**src/logic/eie_pkg.sv**
```systemverilog
// shared constants and types for the extended instruction executor
package eie_pkg;
  // register byte offsets on the control bus
  localparam logic [7:0]  OFS_CTRL    = 8'h00;
  localparam logic [7:0]  OFS_STAT    = 8'h04;
  localparam logic [7:0]  OFS_COUNT   = 8'h08;
  localparam int          CTRL_EN_BIT = 0;
  localparam logic        CTRL_EN_RST = 1'b0;
  localparam logic [1:0]  RESP_OKAY   = 2'h0;
  localparam logic [1:0]  RESP_SLVERR = 2'h2;
  // opcode fields
  localparam logic [3:0]  OP_EXT      = 4'hE;
  localparam logic [3:0]  OP_ADD      = 4'h8;
  localparam logic [3:0]  OP_SUB      = 4'h9;
  localparam logic [3:0]  OP_PUSH     = 4'hA;
  localparam logic [3:0]  OP_MOVE     = 4'hB;
  localparam logic [3:0]  OP_WORD2    = 4'hF;
  localparam logic [15:0] OP_CALL_VIA_WORKING_OP    = 16'h0014;
  localparam logic [1:0]  SEL_FRAME   = 2'h2;
  localparam logic [1:0]  SEL_ULNK    = 2'h3;
  // indexed literal offset window of the standard instructions
  localparam logic [7:0]  IDX_LIMIT   = 8'h5F;
  localparam logic [7:0]  ACC_SPLIT   = 8'h60;
  localparam logic [3:0]  ACC_HI_BANK = 4'hF;
  localparam logic [20:0] PC_STEP     = 21'h000002;
  localparam logic [11:0] PUSH_STEP   = 12'h001;
  localparam logic [15:0] CNT_STEP    = 16'h0001;
  // sequencer states
  typedef enum logic [2:0] {
    EIE_IDLE  = 3'b001,
    EIE_WORD2 = 3'b010,
    EIE_NOP   = 3'b100
  } eie_state_t;
endpackage : eie_pkg
```
**src/logic/eie_addr_if.sv**
```systemverilog
// address bundle between the executor and its address unit
`timescale 1ns/1ns
interface eie_addr_if;
  logic [11:0] frame;     // frame pointer value
  logic [6:0]  src_off;   // source offset of an indexed move
  logic [11:0] src_addr;  // frame plus source offset
  logic        src_ind;   // source hits an indirect register
  logic [7:0]  fop;       // file operand of a standard op
  logic        fop_acc;   // access-bank bit of that op
  logic [3:0]  bank;      // bank select register
  logic        ext_en;    // extension enabled
  logic [11:0] file_addr; // effective file address
  logic [11:0] dst_addr;  // move destination
  logic        dst_bad;   // destination is not writable by a move
  modport unit (input frame, src_off, fop, fop_acc, bank, ext_en, dst_addr,
                output src_addr, src_ind, file_addr, dst_bad);
  modport user (output frame, src_off, fop, fop_acc, bank, ext_en, dst_addr,
                input src_addr, src_ind, file_addr, dst_bad);
endinterface : eie_addr_if

```
**src/logic/eie_addr_unit.sv**
```systemverilog
// address arithmetic and guards of the extended instruction executor
`timescale 1ns/1ns
module eie_addr_unit #(
  parameter logic [11:0] IND_BASE0 = 12'hFEB, // indirect window bases
  parameter logic [11:0] IND_BASE1 = 12'hFE3,
  parameter logic [11:0] IND_BASE2 = 12'hFDB,
  parameter logic [11:0] IND_SPAN  = 12'h005,
  parameter logic [11:0] PCL_ADDR  = 12'hFF9, // pc low byte
  parameter logic [11:0] STK_LOW   = 12'hFFD, // stack top bytes
  parameter logic [11:0] STK_HIGH  = 12'hFFE,
  parameter logic [11:0] STK_UPPER = 12'hFFF
) (
  eie_addr_if.unit a
);
  ////////////////////////////////////////////////////////////////
  wire        in0;  // source inside the first indirect window
  wire        in1;
  wire        in2;
  wire        idx;  // standard operand is a frame offset
  wire [11:0] acc;  // plain access-bank address
  // source wraps in the 12-bit data space, any address allowed
  assign a.src_addr = a.frame + {5'h00, a.src_off};
  assign in0 = (a.src_addr >= IND_BASE0) && (a.src_addr < IND_BASE0 + IND_SPAN);
  assign in1 = (a.src_addr >= IND_BASE1) && (a.src_addr < IND_BASE1 + IND_SPAN);
  assign in2 = (a.src_addr >= IND_BASE2) && (a.src_addr < IND_BASE2 + IND_SPAN);
  assign a.src_ind = in0 | in1 | in2;
  // pc low byte and the three stack top bytes refuse a move
  assign a.dst_bad = (a.dst_addr == PCL_ADDR) || (a.dst_addr == STK_LOW)
                  || (a.dst_addr == STK_HIGH) || (a.dst_addr == STK_UPPER);
  ////////////////////////////////////////////////////////////////
  // operand remap of the standard byte and bit instructions
  assign idx = a.ext_en && !a.fop_acc && (a.fop <= eie_pkg::IDX_LIMIT);
  assign acc = (a.fop >= eie_pkg::ACC_SPLIT) ? {eie_pkg::ACC_HI_BANK, a.fop} : {4'h0, a.fop};
  assign a.file_addr = idx ? (a.frame + {4'h0, a.fop})
                     : (a.fop_acc ? {a.bank, a.fop} : acc);
endmodule : eie_addr_unit

```
**src/logic/eie_exec.sv**
```systemverilog
// decode and execute unit of the extended instruction set
// Operation
// - extension inactive unless enable bit set
// - add literal to selected pointer, one cycle
// - subtract literal from selected pointer, one cycle
// - select three means frame pointer plus return
// - add to frame, then pc from stack
// - add-and-return takes two cycles, second idle
// - subtract-and-return from frame, two cycles
// - push literal at frame, then decrement frame
// - call via working pushes pc plus two
// - pc from working and both latches
// - call via working takes two cycles
// - call leaves working, status, bank untouched
// - indexed-to-file move: two words, frame source
// - file move destination from second word
// - addresses span the full data space
// - pc low, stack top never move targets
// - indirect register source moves zero
// - indexed-to-indexed move, both frame relative
// - low access operands become frame offsets
//
// Chosen here: the register offsets and the AXI4-Lite interface to the registers.
`timescale 1ns/1ns
module eie_exec #(
  parameter int AW = 8 // control bus address width
) (
  input  wire logic          clock_in,
  input  wire logic          resetn_in,
  // control bus slave
  input  wire logic [AW-1:0] s_axi_awaddr_in,
  input  wire logic          s_axi_awvalid_in,
  output wire logic          s_axi_awready_out,
  input  wire logic [31:0]   s_axi_wdata_in,
  input  wire logic [3:0]    s_axi_wstrb_in,
  input  wire logic          s_axi_wvalid_in,
  output wire logic          s_axi_wready_out,
  output wire logic [1:0]    s_axi_bresp_out,
  output wire logic          s_axi_bvalid_out,
  input  wire logic          s_axi_bready_in,
  input  wire logic [AW-1:0] s_axi_araddr_in,
  input  wire logic          s_axi_arvalid_in,
  output wire logic          s_axi_arready_out,
  output wire logic [31:0]   s_axi_rdata_out,
  output wire logic [1:0]    s_axi_rresp_out,
  output wire logic          s_axi_rvalid_out,
  input  wire logic          s_axi_rready_in,
  // core side: one instruction cycle per valid word
  input  wire logic          instr_valid_in,
  input  wire logic [15:0]   instr_word_in,
  input  wire logic [11:0]   ptr0_in,
  input  wire logic [11:0]   ptr1_in,
  input  wire logic [11:0]   frame_pointer_in,
  input  wire logic [7:0]    working_register_in,
  input  wire logic [20:0]   pc_in,
  input  wire logic [7:0]    pc_high_latch_in,
  input  wire logic [4:0]    pc_upper_latch_in,
  input  wire logic [20:0]   return_stack_top_in,
  input  wire logic [3:0]    bank_select_register_in,
  input  wire logic [7:0]    file_operand_in,
  input  wire logic          access_bit_in,
  input  wire logic [7:0]    mem_rdata_in,
  // actions, all registered
  output logic               ptr_we_out,
  output logic [1:0]         ptr_sel_out,
  output logic [11:0]        ptr_wdata_out,
  output logic               pc_load_out,
  output logic [20:0]        pc_wdata_out,
  output logic               stack_push_out,
  output logic [20:0]        stack_push_data_out,
  output logic               stack_pop_out,
  output logic [11:0]        mem_raddr_out,
  output logic               mem_we_out,
  output logic [11:0]        mem_waddr_out,
  output logic [7:0]         mem_wdata_out,
  output logic [11:0]        file_addr_out,
  output logic               ext_hit_out,
  output logic               unassigned_out
);
  ////////////////////////////////////////////////////////////////
  // state
  eie_pkg::eie_state_t st_q;      // sequencer state
  eie_pkg::eie_state_t st_d;
  logic                cfg_en_q;  // extension enable
  logic [15:0]         cnt_q;     // executed extension words
  logic                mv_idx_q;  // pending move is indexed-to-indexed
  logic                src_ind_q; // pending move source is indirect
  logic                bvalid_q;
  logic [1:0]          bresp_q;
  logic                rvalid_q;
  logic [31:0]         rdata_q;
  logic [1:0]          rresp_q;
  eie_addr_if          au ();     // address unit bundle

  ////////////////////////////////////////////////////////////////
  // decode
  wire [15:0] w      = instr_word_in;
  wire        is_e   = (w[15:12] == eie_pkg::OP_EXT);
  wire        d_add  = is_e && (w[11:8] == eie_pkg::OP_ADD);
  wire        d_sub  = is_e && (w[11:8] == eie_pkg::OP_SUB);
  wire        d_push = is_e && (w[11:8] == eie_pkg::OP_PUSH);
  wire        d_move = is_e && (w[11:8] == eie_pkg::OP_MOVE);
  wire        d_call = (w == eie_pkg::OP_CALL_VIA_WORKING_OP);
  wire        ext_w  = d_add | d_sub | d_push | d_move | d_call;
  wire        ulnk   = (w[7:6] == eie_pkg::SEL_ULNK);
  wire        idle   = (st_q == eie_pkg::EIE_IDLE);
  wire        go     = instr_valid_in && idle;
  // extension words only execute with the enable set
  wire        run    = go && cfg_en_q && ext_w;
  wire        off    = go && !cfg_en_q && ext_w;
  wire        word2  = instr_valid_in && (st_q == eie_pkg::EIE_WORD2);
  wire        retn   = run && (d_add | d_sub) && ulnk;

  ////////////////////////////////////////////////////////////////
  // pointer arithmetic; select three always means the frame pointer
  wire [11:0] sel_ptr = (w[7:6] == 2'h0) ? ptr0_in
                      : (w[7:6] == 2'h1) ? ptr1_in : frame_pointer_in;
  wire [11:0] p_sum   = sel_ptr + {6'h00, w[5:0]};
  wire [11:0] p_diff  = sel_ptr - {6'h00, w[5:0]};
  wire [11:0] f_dec   = frame_pointer_in - eie_pkg::PUSH_STEP;

  wire        ptr_we_d   = run && (d_add | d_sub | d_push);
  wire [1:0]  ptr_sel_d  = (d_push || ulnk) ? eie_pkg::SEL_FRAME : w[7:6];
  wire [11:0] ptr_data_d = d_push ? f_dec : (d_sub ? p_diff : p_sum);
  // the returning variants reload pc from the stack top and pop it
  wire        pc_load_d  = retn || (run && d_call);
  wire [20:0] pc_data_d  = d_call ? {pc_upper_latch_in, pc_high_latch_in, working_register_in}
                         : return_stack_top_in;
  wire        pop_d      = retn;
  // call pushes the address of the word that follows it
  wire        push_d     = run && d_call;
  wire [20:0] push_dat_d = pc_in + eie_pkg::PC_STEP;

  ////////////////////////////////////////////////////////////////
  // indexed moves and the push literal store
  assign au.frame   = frame_pointer_in;
  assign au.src_off = w[6:0];
  assign au.fop     = file_operand_in;
  assign au.fop_acc = access_bit_in;
  assign au.bank    = bank_select_register_in;
  assign au.ext_en  = cfg_en_q;
  // second word holds either a 12-bit file or a 7-bit frame offset
  assign au.dst_addr = mv_idx_q ? (frame_pointer_in + {5'h00, w[6:0]})
                                : w[11:0];

  eie_addr_unit u_addr (
    .a (au.unit)
  );

  wire        mv_we   = word2 && !au.dst_bad;
  wire        mem_we_d = (run && d_push) || mv_we;
  wire [11:0] waddr_d = word2 ? au.dst_addr : frame_pointer_in;
  wire [7:0]  wdata_d = word2 ? (src_ind_q ? 8'h00 : mem_rdata_in)
                              : w[7:0];

  ////////////////////////////////////////////////////////////////
  // sequencer: second word or idle fetch cycle
  always_comb begin
    st_d = st_q;
    case (st_q)
      eie_pkg::EIE_IDLE: begin
        if (run && d_move) begin
          st_d = eie_pkg::EIE_WORD2;
        end else if (retn || (run && d_call)) begin
          st_d = eie_pkg::EIE_NOP;
        end
      end
      eie_pkg::EIE_WORD2: begin
        if (instr_valid_in) begin
          st_d = eie_pkg::EIE_IDLE;
        end
      end
      eie_pkg::EIE_NOP: begin
        // the word fetched here is discarded
        if (instr_valid_in) begin
          st_d = eie_pkg::EIE_IDLE;
        end
      end
      default: begin
        st_d = eie_pkg::EIE_IDLE;
      end
    endcase
  end

  always_ff @(posedge clock_in) begin
    if (!resetn_in) begin
      st_q <= eie_pkg::EIE_IDLE;
    end else begin
      st_q <= st_d;
    end
  end

  // move context latched with the first word
  always_ff @(posedge clock_in) begin
    if (!resetn_in) begin
      mv_idx_q  <= 1'b0;
      src_ind_q <= 1'b0;
      mem_raddr_out <= 12'h000;
    end else if (run && d_move) begin
      mv_idx_q  <= w[7];
      src_ind_q <= au.src_ind;
      mem_raddr_out <= au.src_addr;
    end
  end

  ////////////////////////////////////////////////////////////////
  // core-side action registers; no working, status or bank writes
  always_ff @(posedge clock_in) begin
    if (!resetn_in) begin
      ptr_we_out          <= 1'b0;
      ptr_sel_out         <= 2'h0;
      ptr_wdata_out       <= 12'h000;
      pc_load_out         <= 1'b0;
      pc_wdata_out        <= 21'h000000;
      stack_push_out      <= 1'b0;
      stack_push_data_out <= 21'h000000;
      stack_pop_out       <= 1'b0;
    end else begin
      ptr_we_out          <= ptr_we_d;
      ptr_sel_out         <= ptr_sel_d;
      ptr_wdata_out       <= ptr_data_d;
      pc_load_out         <= pc_load_d;
      pc_wdata_out        <= pc_data_d;
      stack_push_out      <= push_d;
      stack_push_data_out <= push_dat_d;
      stack_pop_out       <= pop_d;
    end
  end

  always_ff @(posedge clock_in) begin
    if (!resetn_in) begin
      mem_we_out     <= 1'b0;
      mem_waddr_out  <= 12'h000;
      mem_wdata_out  <= 8'h00;
      file_addr_out  <= 12'h000;
      ext_hit_out    <= 1'b0;
      unassigned_out <= 1'b0;
    end else begin
      mem_we_out     <= mem_we_d;
      mem_waddr_out  <= waddr_d;
      mem_wdata_out  <= wdata_d;
      file_addr_out  <= au.file_addr;
      ext_hit_out    <= run;
      unassigned_out <= off;
    end
  end

  ////////////////////////////////////////////////////////////////
  // control bus: write waits for address and data together
  wire       wr_go  = s_axi_awvalid_in && s_axi_wvalid_in && !bvalid_q;
  wire       rd_go  = s_axi_arvalid_in && !rvalid_q;
  wire [7:0] wa     = s_axi_awaddr_in[7:0];
  wire [7:0] ra     = s_axi_araddr_in[7:0];
  wire       wa_ok  = (wa == eie_pkg::OFS_CTRL) || (wa == eie_pkg::OFS_STAT)
                   || (wa == eie_pkg::OFS_COUNT);
  wire       ra_ok  = (ra == eie_pkg::OFS_CTRL) || (ra == eie_pkg::OFS_STAT)
                   || (ra == eie_pkg::OFS_COUNT);
  wire [31:0] rd_mux = (ra == eie_pkg::OFS_CTRL) ? {31'h00000000, cfg_en_q}
                     : (ra == eie_pkg::OFS_STAT) ? {23'h000000, cfg_en_q, 5'h00, st_q}
                     : (ra == eie_pkg::OFS_COUNT) ? {16'h0000, cnt_q} : 32'h00000000;

  assign s_axi_awready_out = wr_go;
  assign s_axi_wready_out  = wr_go;
  assign s_axi_bvalid_out  = bvalid_q;
  assign s_axi_bresp_out   = bresp_q;
  assign s_axi_arready_out = rd_go;
  assign s_axi_rvalid_out  = rvalid_q;
  assign s_axi_rdata_out   = rdata_q;
  assign s_axi_rresp_out   = rresp_q;

  // enable bit; only lane zero carries it
  always_ff @(posedge clock_in) begin
    if (!resetn_in) begin
      cfg_en_q <= eie_pkg::CTRL_EN_RST;
    end else if (wr_go && (wa == eie_pkg::OFS_CTRL) && s_axi_wstrb_in[0]) begin
      cfg_en_q <= s_axi_wdata_in[eie_pkg::CTRL_EN_BIT];
    end
  end

  // executed extension words, wraps
  always_ff @(posedge clock_in) begin
    if (!resetn_in) begin
      cnt_q <= 16'h0000;
    end else if (run) begin
      cnt_q <= cnt_q + eie_pkg::CNT_STEP;
    end
  end

  // write response; unmapped offsets answer slave error
  always_ff @(posedge clock_in) begin
    if (!resetn_in) begin
      bvalid_q <= 1'b0;
      bresp_q  <= eie_pkg::RESP_OKAY;
    end else if (wr_go) begin
      bvalid_q <= 1'b1;
      bresp_q  <= wa_ok ? eie_pkg::RESP_OKAY : eie_pkg::RESP_SLVERR;
    end else if (s_axi_bready_in) begin
      bvalid_q <= 1'b0;
    end
  end

  // read response
  always_ff @(posedge clock_in) begin
    if (!resetn_in) begin
      rvalid_q <= 1'b0;
      rdata_q  <= 32'h00000000;
      rresp_q  <= eie_pkg::RESP_OKAY;
    end else if (rd_go) begin
      rvalid_q <= 1'b1;
      rdata_q  <= rd_mux;
      rresp_q  <= ra_ok ? eie_pkg::RESP_OKAY : eie_pkg::RESP_SLVERR;
    end else if (s_axi_rready_in) begin
      rvalid_q <= 1'b0;
    end
  end
endmodule : eie_exec

```
**config.mk**
```make
export PLATFORM = sky130hd
export DESIGN_NAME = eie_exec
export DESIGN_NICKNAME = d
export VERILOG_FILES = /design/src/logic/eie_pkg.sv /design/src/logic/eie_addr_if.sv /design/src/logic/eie_addr_unit.sv /design/src/logic/eie_exec.sv
export SDC_FILE = /design/constraint.sdc
export NUM_CORES = 1
export LEC_CHECK = 0
export BUFFER_PORTS_ARGS = -buffer_cell sky130_fd_sc_hd__buf_2
export CAP_MARGIN = 20
export CORE_MARGIN = 2
export CORE_UTILIZATION = 35
export DETAILED_ROUTE_END_ITERATION = 7
export PLACE_DENSITY = 0.6
export SYNTH_ARGS = -nofsm -noshare
export SYNTH_HDL_FRONTEND = slang
export SYNTH_SLANG_ARGS = --single-unit
```
**constraint.sdc**
```tcl
create_clock -name clock_in -period 3 [get_ports clock_in]
set_input_delay 0.3 -clock clock_in [delete_from_list [all_inputs] [get_ports clock_in]]
set_output_delay 0.3 -clock clock_in [all_outputs]
set_load 0.05 [all_outputs]
```
==> impl_metrics.json, run 1 <==
{
  "cts_resized": 0,
  "hpwl_microns": 19400,
  "synthTopCellsByArea": "dfxtp_1 38%, nor2_1 6.2%, mux2i_1 5.4%",
  "vias": 7614,
  "synth_common_cells": "149 x dfxtp_1, 129 x nor2_1, 87 x nand2_1",
  "portBuffers": 291,
  "wl_per_cell_microns": 16.6,
  "rows": 54,
  "core_area_sq_um": 21800,
  "grt_first_pass_wirelength_microns": 39000,
  "max_slew_margin_pct": 53.3,
  "n_fill_cell": 2203,
  "start_util_pct": 35.7,
  "track_usage_pct": 20.8,
  "hold_violations": 0,
  "worst_slew_pin_slew_ns": 0.696,
  "total_power_mw": 5.42,
  "ios": 344,
  "drive_gt1_share_pct": 29.3,
  "synth_top_area_share_pct": 38.3,
  "grt_use_met1_pct": 29.2,
  "clock_path_buffers": 2,
  "ys.flop_type": "dfxtp_1",
  "routed_via_density": 5.05,
  "syn_inst": 929,
  "cap_violations": 0,
  "grt_pass1_vias": 7093,
  "synth_edf_count": 0,
  "grt.met3_usage_pct": 4.28,
  "synth_area_sq_um": 7790,
  "cp-start-kind": "input pin",
  "synth.most_common_cell": "dfxtp_1",
  "grt.busiest_layer": "met2",
  "min_period_over_period_pct": 85.2,
  "cts_tree": "built",
  "cts_max_level": 4,
  "powerDensity_nw_per_um2": 536,
  "finalWeightedCongestion": 0.896,
  "antenna_found_initial": 0,
  "fin_skew_ns": 0.0125,
  "num_antenna_cells": 0,
  "hold_buffers": 0,
  "worstPathRequired_ns": 3.30,
  "die_h_microns": 153,
  "endpoint_kind": "flop",
  "post_cts_buffers": 0,
  "syn_to_final_growth_pct": 29.7,
  "cts_sinks": 149,
  "wl_microns": 25100,
  "synth_top_area_cell": "dfxtp_1",
  "drt-initial-drc-count": 456,
  "hold_path_class": "in -> reg",
  "die_area_sq_um": 23500,
  "yosysSeqAreaShare_pct": 38.3,
  "peakVddDrop_mv": 0.353,
  "critPathArrivalTime_ns": 2.85,
  "crit_type": "in -> reg",
  "layout_min_cycle_time_ns": 2.56,
  "yosysWarnings": 0,
  "die_width_microns": 153,
  "crit_fanout": 4,
  "drcViolationCount": 0,
  "ant_nets": 0,
  "firstDrtPassIters": 5,
  "numCtsBuffers": 17,
  "path_clk_slew_ns": 0.06,
  "num-nets-final": 1444,
  "synth.distinct_cells": 62,
  "maxSlewViolCount": 0,
  "rsz0062_at_grt": "false",
  "setup_violations": 0,
  "use_met2_pct": 33.1,
  "clock-root-buffer": "clkbuf_16",
  "ys_ff_latch": 149,
  "finalCoreUtilization_pct": 46.3,
  "syn_area_per_cell_sq_um": 8.39,
  "grt_start_max_net_pins": 35,
  "clkLatencyLatePin_ns": 0.42,
  "status": "completed",
  "async_reset_ff_share_pct": 0,
  "p_leak_nw": 4.77,
  "setup_tns_ns": 0,
  "overflow": 0,
  "max_freq_ghz": 0.391
}
## worst paths after layout
check / start / end / slack [ns] / cells past startpoint
setup / recovery: instr_word_in[11] / ptr_wdata_out[11] / 0.44 / 12
hold / removal: pc_in[1] / stack_push_data_out[1] / 0.07 / 2
setup reg to reg: st_q[0] / cnt_q[15] / 0.58 / 7
hold reg to reg: mem_raddr_out[4] / mem_raddr_out[4] / 0.46 / 2
## worst max-delay path, stage by stage
cell and delay (ns):
buf_2 0.14, and4_1 0.33, nand4b_1 0.18, a21oi_1 0.28, ha_1 0.27, nor2b_1 0.15
o31ai_1 0.32, a21oi_1 0.15, a211oi_1 0.31, a21oi_1 0.13, xnor2_1 0.19, o22ai_1 0.10
## flip-flops by register name (all words and copies together) (netlist names), 3 cells and up
register             flops
ptr_wdata_out           12
mem_raddr_out           12
mem_wdata_out            8
stack_push_data_out     21
s_axi_rdata_out         16
file_addr_out           12
cnt_q                   16
mem_waddr_out           12
pc_wdata_out            21
st_q                     3
## kinds of logic after synthesis
group                      count (synthesis)  share of synthesized area [%]
other                                      1                         0.0481
DFF                                      149                           38.3
AOI/OAI and AO/OA                        196                           15.6
muxes                                     44                           5.68
xor gates and xnor gates                  66                           7.42
adders and majority gates                 33                           5.59
and+or+nand+nor                          357                           22.4
buffers and inverters                     83                           5.06
## power by group
group	leakage (nW)	switching, mW	internal (mW)
sequential	1.23	0.0260	2.06
clock	0.287	0.950	1.21
combinational	3.25	0.807	0.367
## layout make-up
class	instances	area [sq um]	area share [%]
clock buffer	18	439	4.34
inverter	19	72.6	0.718
tap	280	350	3.47
sequential	149	2980	29.5
clock inverter	14	156	1.55
timing repair buffer	314	1630	16.1
multi-input combinational	714	4480	44.3
## cell usage in the layout (no fill, tap or decap), drive strengths merged, types with 5 or more instances in the layout
master	n
a22oi	15
inv	27
ha	30
mux2i	42
and4	5
and3	13
a211oi	23
xor2	39
or3	15
nor3	23
dfxtp	149
nand3b	9
clkbuf	18
o31ai	7
o21a	12
nand2b	7
nand2	87
conb	18
nand4	10
o21ai	40
and2	7
buf	314
a21oi	72
xnor2	27
nand3	27
nor2b	9
nor2	129
## per-stage QoR
step / area (sq um) / cells / hold slack (ns) / setup slack (ns)
after CTS: 10100 / 1508 / 0.0543 / 0.475
after floorplan: 7860 / 946 / 0.372 / 0.411
after global placement: 9510 / 1476 / 0.442 / 0.104
final: 10100 / 1508 / 0.0710 / 0.444
after detailed placement: 9510 / 1476 / 0.444 / 0.0246
after global routing: 10100 / 1508 / 0.0551 / 0.194
## routing by layer
metal	vias up	share of wire [%]	wire length, microns
met5	-	0	0
met4	0	0.95	238
met3	18	6.7	1690
met2	286	46	11500
met1	3525	47	11700
li1	3785	-	-
No activity file was read; power rests on OpenSTA's default activity.
==> run 2: changes to the inputs <==
--- a/config.mk
+++ b/config.mk
@@ -10,7 +10,7 @@
 export CORE_MARGIN = 2
 export CORE_UTILIZATION = 35
 export DETAILED_ROUTE_END_ITERATION = 7
-export PLACE_DENSITY = 0.6
+export PLACE_DENSITY = 0.68
 export SYNTH_ARGS = -nofsm -noshare
 export SYNTH_HDL_FRONTEND = slang
 export SYNTH_SLANG_ARGS = --single-unit
==> run 2 against run 1 <==
Net effect: combinational power is essentially flat; wire length shrank 0.87%; clock power about the same; register-to-register slack about the same; design area hardly changed; worst setup slack better by 0.038 ns; worst hold slack got worse by 0.00060 ns; first-iteration DRC count rose by 22%; sequential power is essentially flat; final cell count is the same; via count rose by 0.18%; largest cell class unchanged.
==> impl_metrics.json, run 2 (synthesized netlist as in run 1, its figures left out) <==
{
  "status": "completed",
  "final_common_cell": "buf_2",
  "fin_skew_ns": 0.0102,
  "path_clk_slew_ns": 0.07,
  "setup_tns_ns": 0,
  "cts_tree": "built",
  "ios": 344,
  "grt_pass1_vias": 7176,
  "setup_violations": 0,
  "rsz0062_at_grt": "false",
  "finalWeightedCongestion": 0.879,
  "track_usage_pct": 20.7,
  "hold_path_class": "in -> reg",
  "worst_slew_pin_slew_ns": 0.848,
  "crit_path_top_delay_cell": "a211oi_1",
  "critPathArrivalTime_ns": 2.83,
  "hold_start": "pc_in[1]",
  "hold_violations": 0,
  "clock-root-buffer": "clkbuf_16",
  "numCtsBuffers": 17,
  "routed_via_density": 5.06,
  "total_power_mw": 5.44,
  "vias": 7628,
  "cp-start-kind": "input pin",
  "cts_sinks": 149,
  "crit_type": "in -> reg",
  "num-nets-final": 1443,
  "post_cts_buffers": 0,
  "rows": 54,
  "worstHoldPathCells": 2,
  "cp_common_cell": "a21oi_1",
  "mostFrequentLayoutCells": "291 x buf_2, 149 x dfxtp_1, 129 x nor2_1, 87 x nand2_1, 71 x a21oi_1",
  "cpPeakStageDelay_ns": 0.35,
  "crit_fanout": 4,
  "grt_start_max_net_pins": 60,
  "die_h_microns": 153,
  "regArea_sq_um": 2980,
  "peakVddDrop_mv": 0.300,
  "wl_microns": 24900,
  "core_area_sq_um": 21800,
  "endpoint_kind": "flop",
  "critPathLaunch": "instr_word_in[11]",
  "cap_violations": 0,
  "largest_registers": "pc_wdata_out x21, stack_push_data_out x21",
  "grt_first_pass_wirelength_microns": 39000,
  "overflow": 0,
  "powerDensity_nw_per_um2": 538,
  "cts_max_level": 4,
  "multiInputGateArea_sq_um": 4480,
  "worstPathRequired_ns": 3.31,
  "min_period_over_period_pct": 83.9,
  "path_cells": "buf_2 -> and4_1 -> nand4b_1 -> a21oi_1 -> ha_1 -> nor2b_1 -> o31ai_1 -> a21oi_1 -> a211oi_1 -> a21oi_1 -> xnor2_1 -> o22ai_1",
  "hold_buffers": 0,
  "layout_min_cycle_time_ns": 2.52,
  "hpwl_microns": 19300,
  "firstDrtPassIters": 5,
  "clkLatencyLatePin_ns": 0.43,
  "maxSlewViolCount": 0,
  "rr_startpoint": "st_q[0]",
  "portBuffers": 291,
  "drive_gt1_share_pct": 29.3,
  "wl_per_cell_microns": 16.5,
  "max_freq_ghz": 0.397,
  "die_width_microns": 153,
  "cts_resized": 0,
  "max_slew_margin_pct": 43.3,
  "worst_r2r_path_depth": 7,
  "syn_to_final_growth_pct": 29.8,
  "start_util_pct": 35.7,
  "p_leak_nw": 4.77,
  "drcViolationCount": 0,
  "antenna_found_initial": 1,
  "clock_path_buffers": 2,
  "drt-initial-drc-count": 556,
  "n_fill_cell": 2202,
  "die_area_sq_um": 23500,
  "ant_nets": 0
}
[run 2: changes by cell type in the layout (fill, tap and decap cells not counted)]
cell and delta:
inv_6 -5, clkinv_8 +3, inv_8 +3, buf_4 -1, bufinv_16 -1, clkbuf_8 -1
clkinv_4 +1, clkinvlp_4 -1, diode_2 +1, inv_12 +1
[run 2: routing by layer]
metal / vias up / GRT usage, % / part of all wire [%]
li1: 3792 / - / -
met1: 3542 / 28.1 / 46
met2: 268 / 33.5 / 47
met3: 26 / 3.88 / 5.4
met4: 0 / 6.35 / 1.4
met5: - / 0 / 0
[run 2: cell type report]
class	count	share of cell area [%]
tap	280	3.46
clock buffer	17	4.21
sequential	149	29.5
inverter	19	0.717
antenna	1	0.0247
multi-input combinational	714	44.3
clock inverter	15	1.81
timing repair buffer	313	16.0
[run 2: worst paths after layout]
kind                                               end  slack [ns]
worst max-delay path                 ptr_wdata_out[11]        0.48
worst min-delay path            stack_push_data_out[1]        0.07
worst max register to register               cnt_q[15]        0.59
worst min register to register        mem_raddr_out[3]        0.45
[run 2: critical path, delay by kind of cell]
kind / cells / cell delay [ns]
xor+xnor: 1 / 0.20
simple gates: 3 / 0.59
buf+inv: 1 / 0.12
compound gates: 6 / 1.33
fa+ha+maj: 1 / 0.27
[run 2: through the flow]
| step | utilization (%) | setup slack (ns) | cells | instance area, sq um | hold slack [ns] |
|---|---|---|---|---|---|
| global placement | 43.6 | 0.168 | 1475 | 9510 | 0.440 |
| floorplan | - | 0.411 | 946 | 7860 | 0.372 |
| global route | 46.3 | 0.236 | 1507 | 10100 | 0.0606 |
| finish | 46.4 | 0.482 | 1508 | 10100 | 0.0704 |
| detailed placement | 43.6 | 0.0801 | 1475 | 9510 | 0.444 |
| CTS | 46.3 | 0.531 | 1507 | 10100 | 0.0480 |
[run 2: report_power, final]
group          internal (mW)  leakage (nW)  total (mW)  switching, mW
sequential              2.06          1.23        2.08         0.0214
clock                   1.14         0.294        2.17           1.04
combinational          0.370          3.25        1.18          0.814
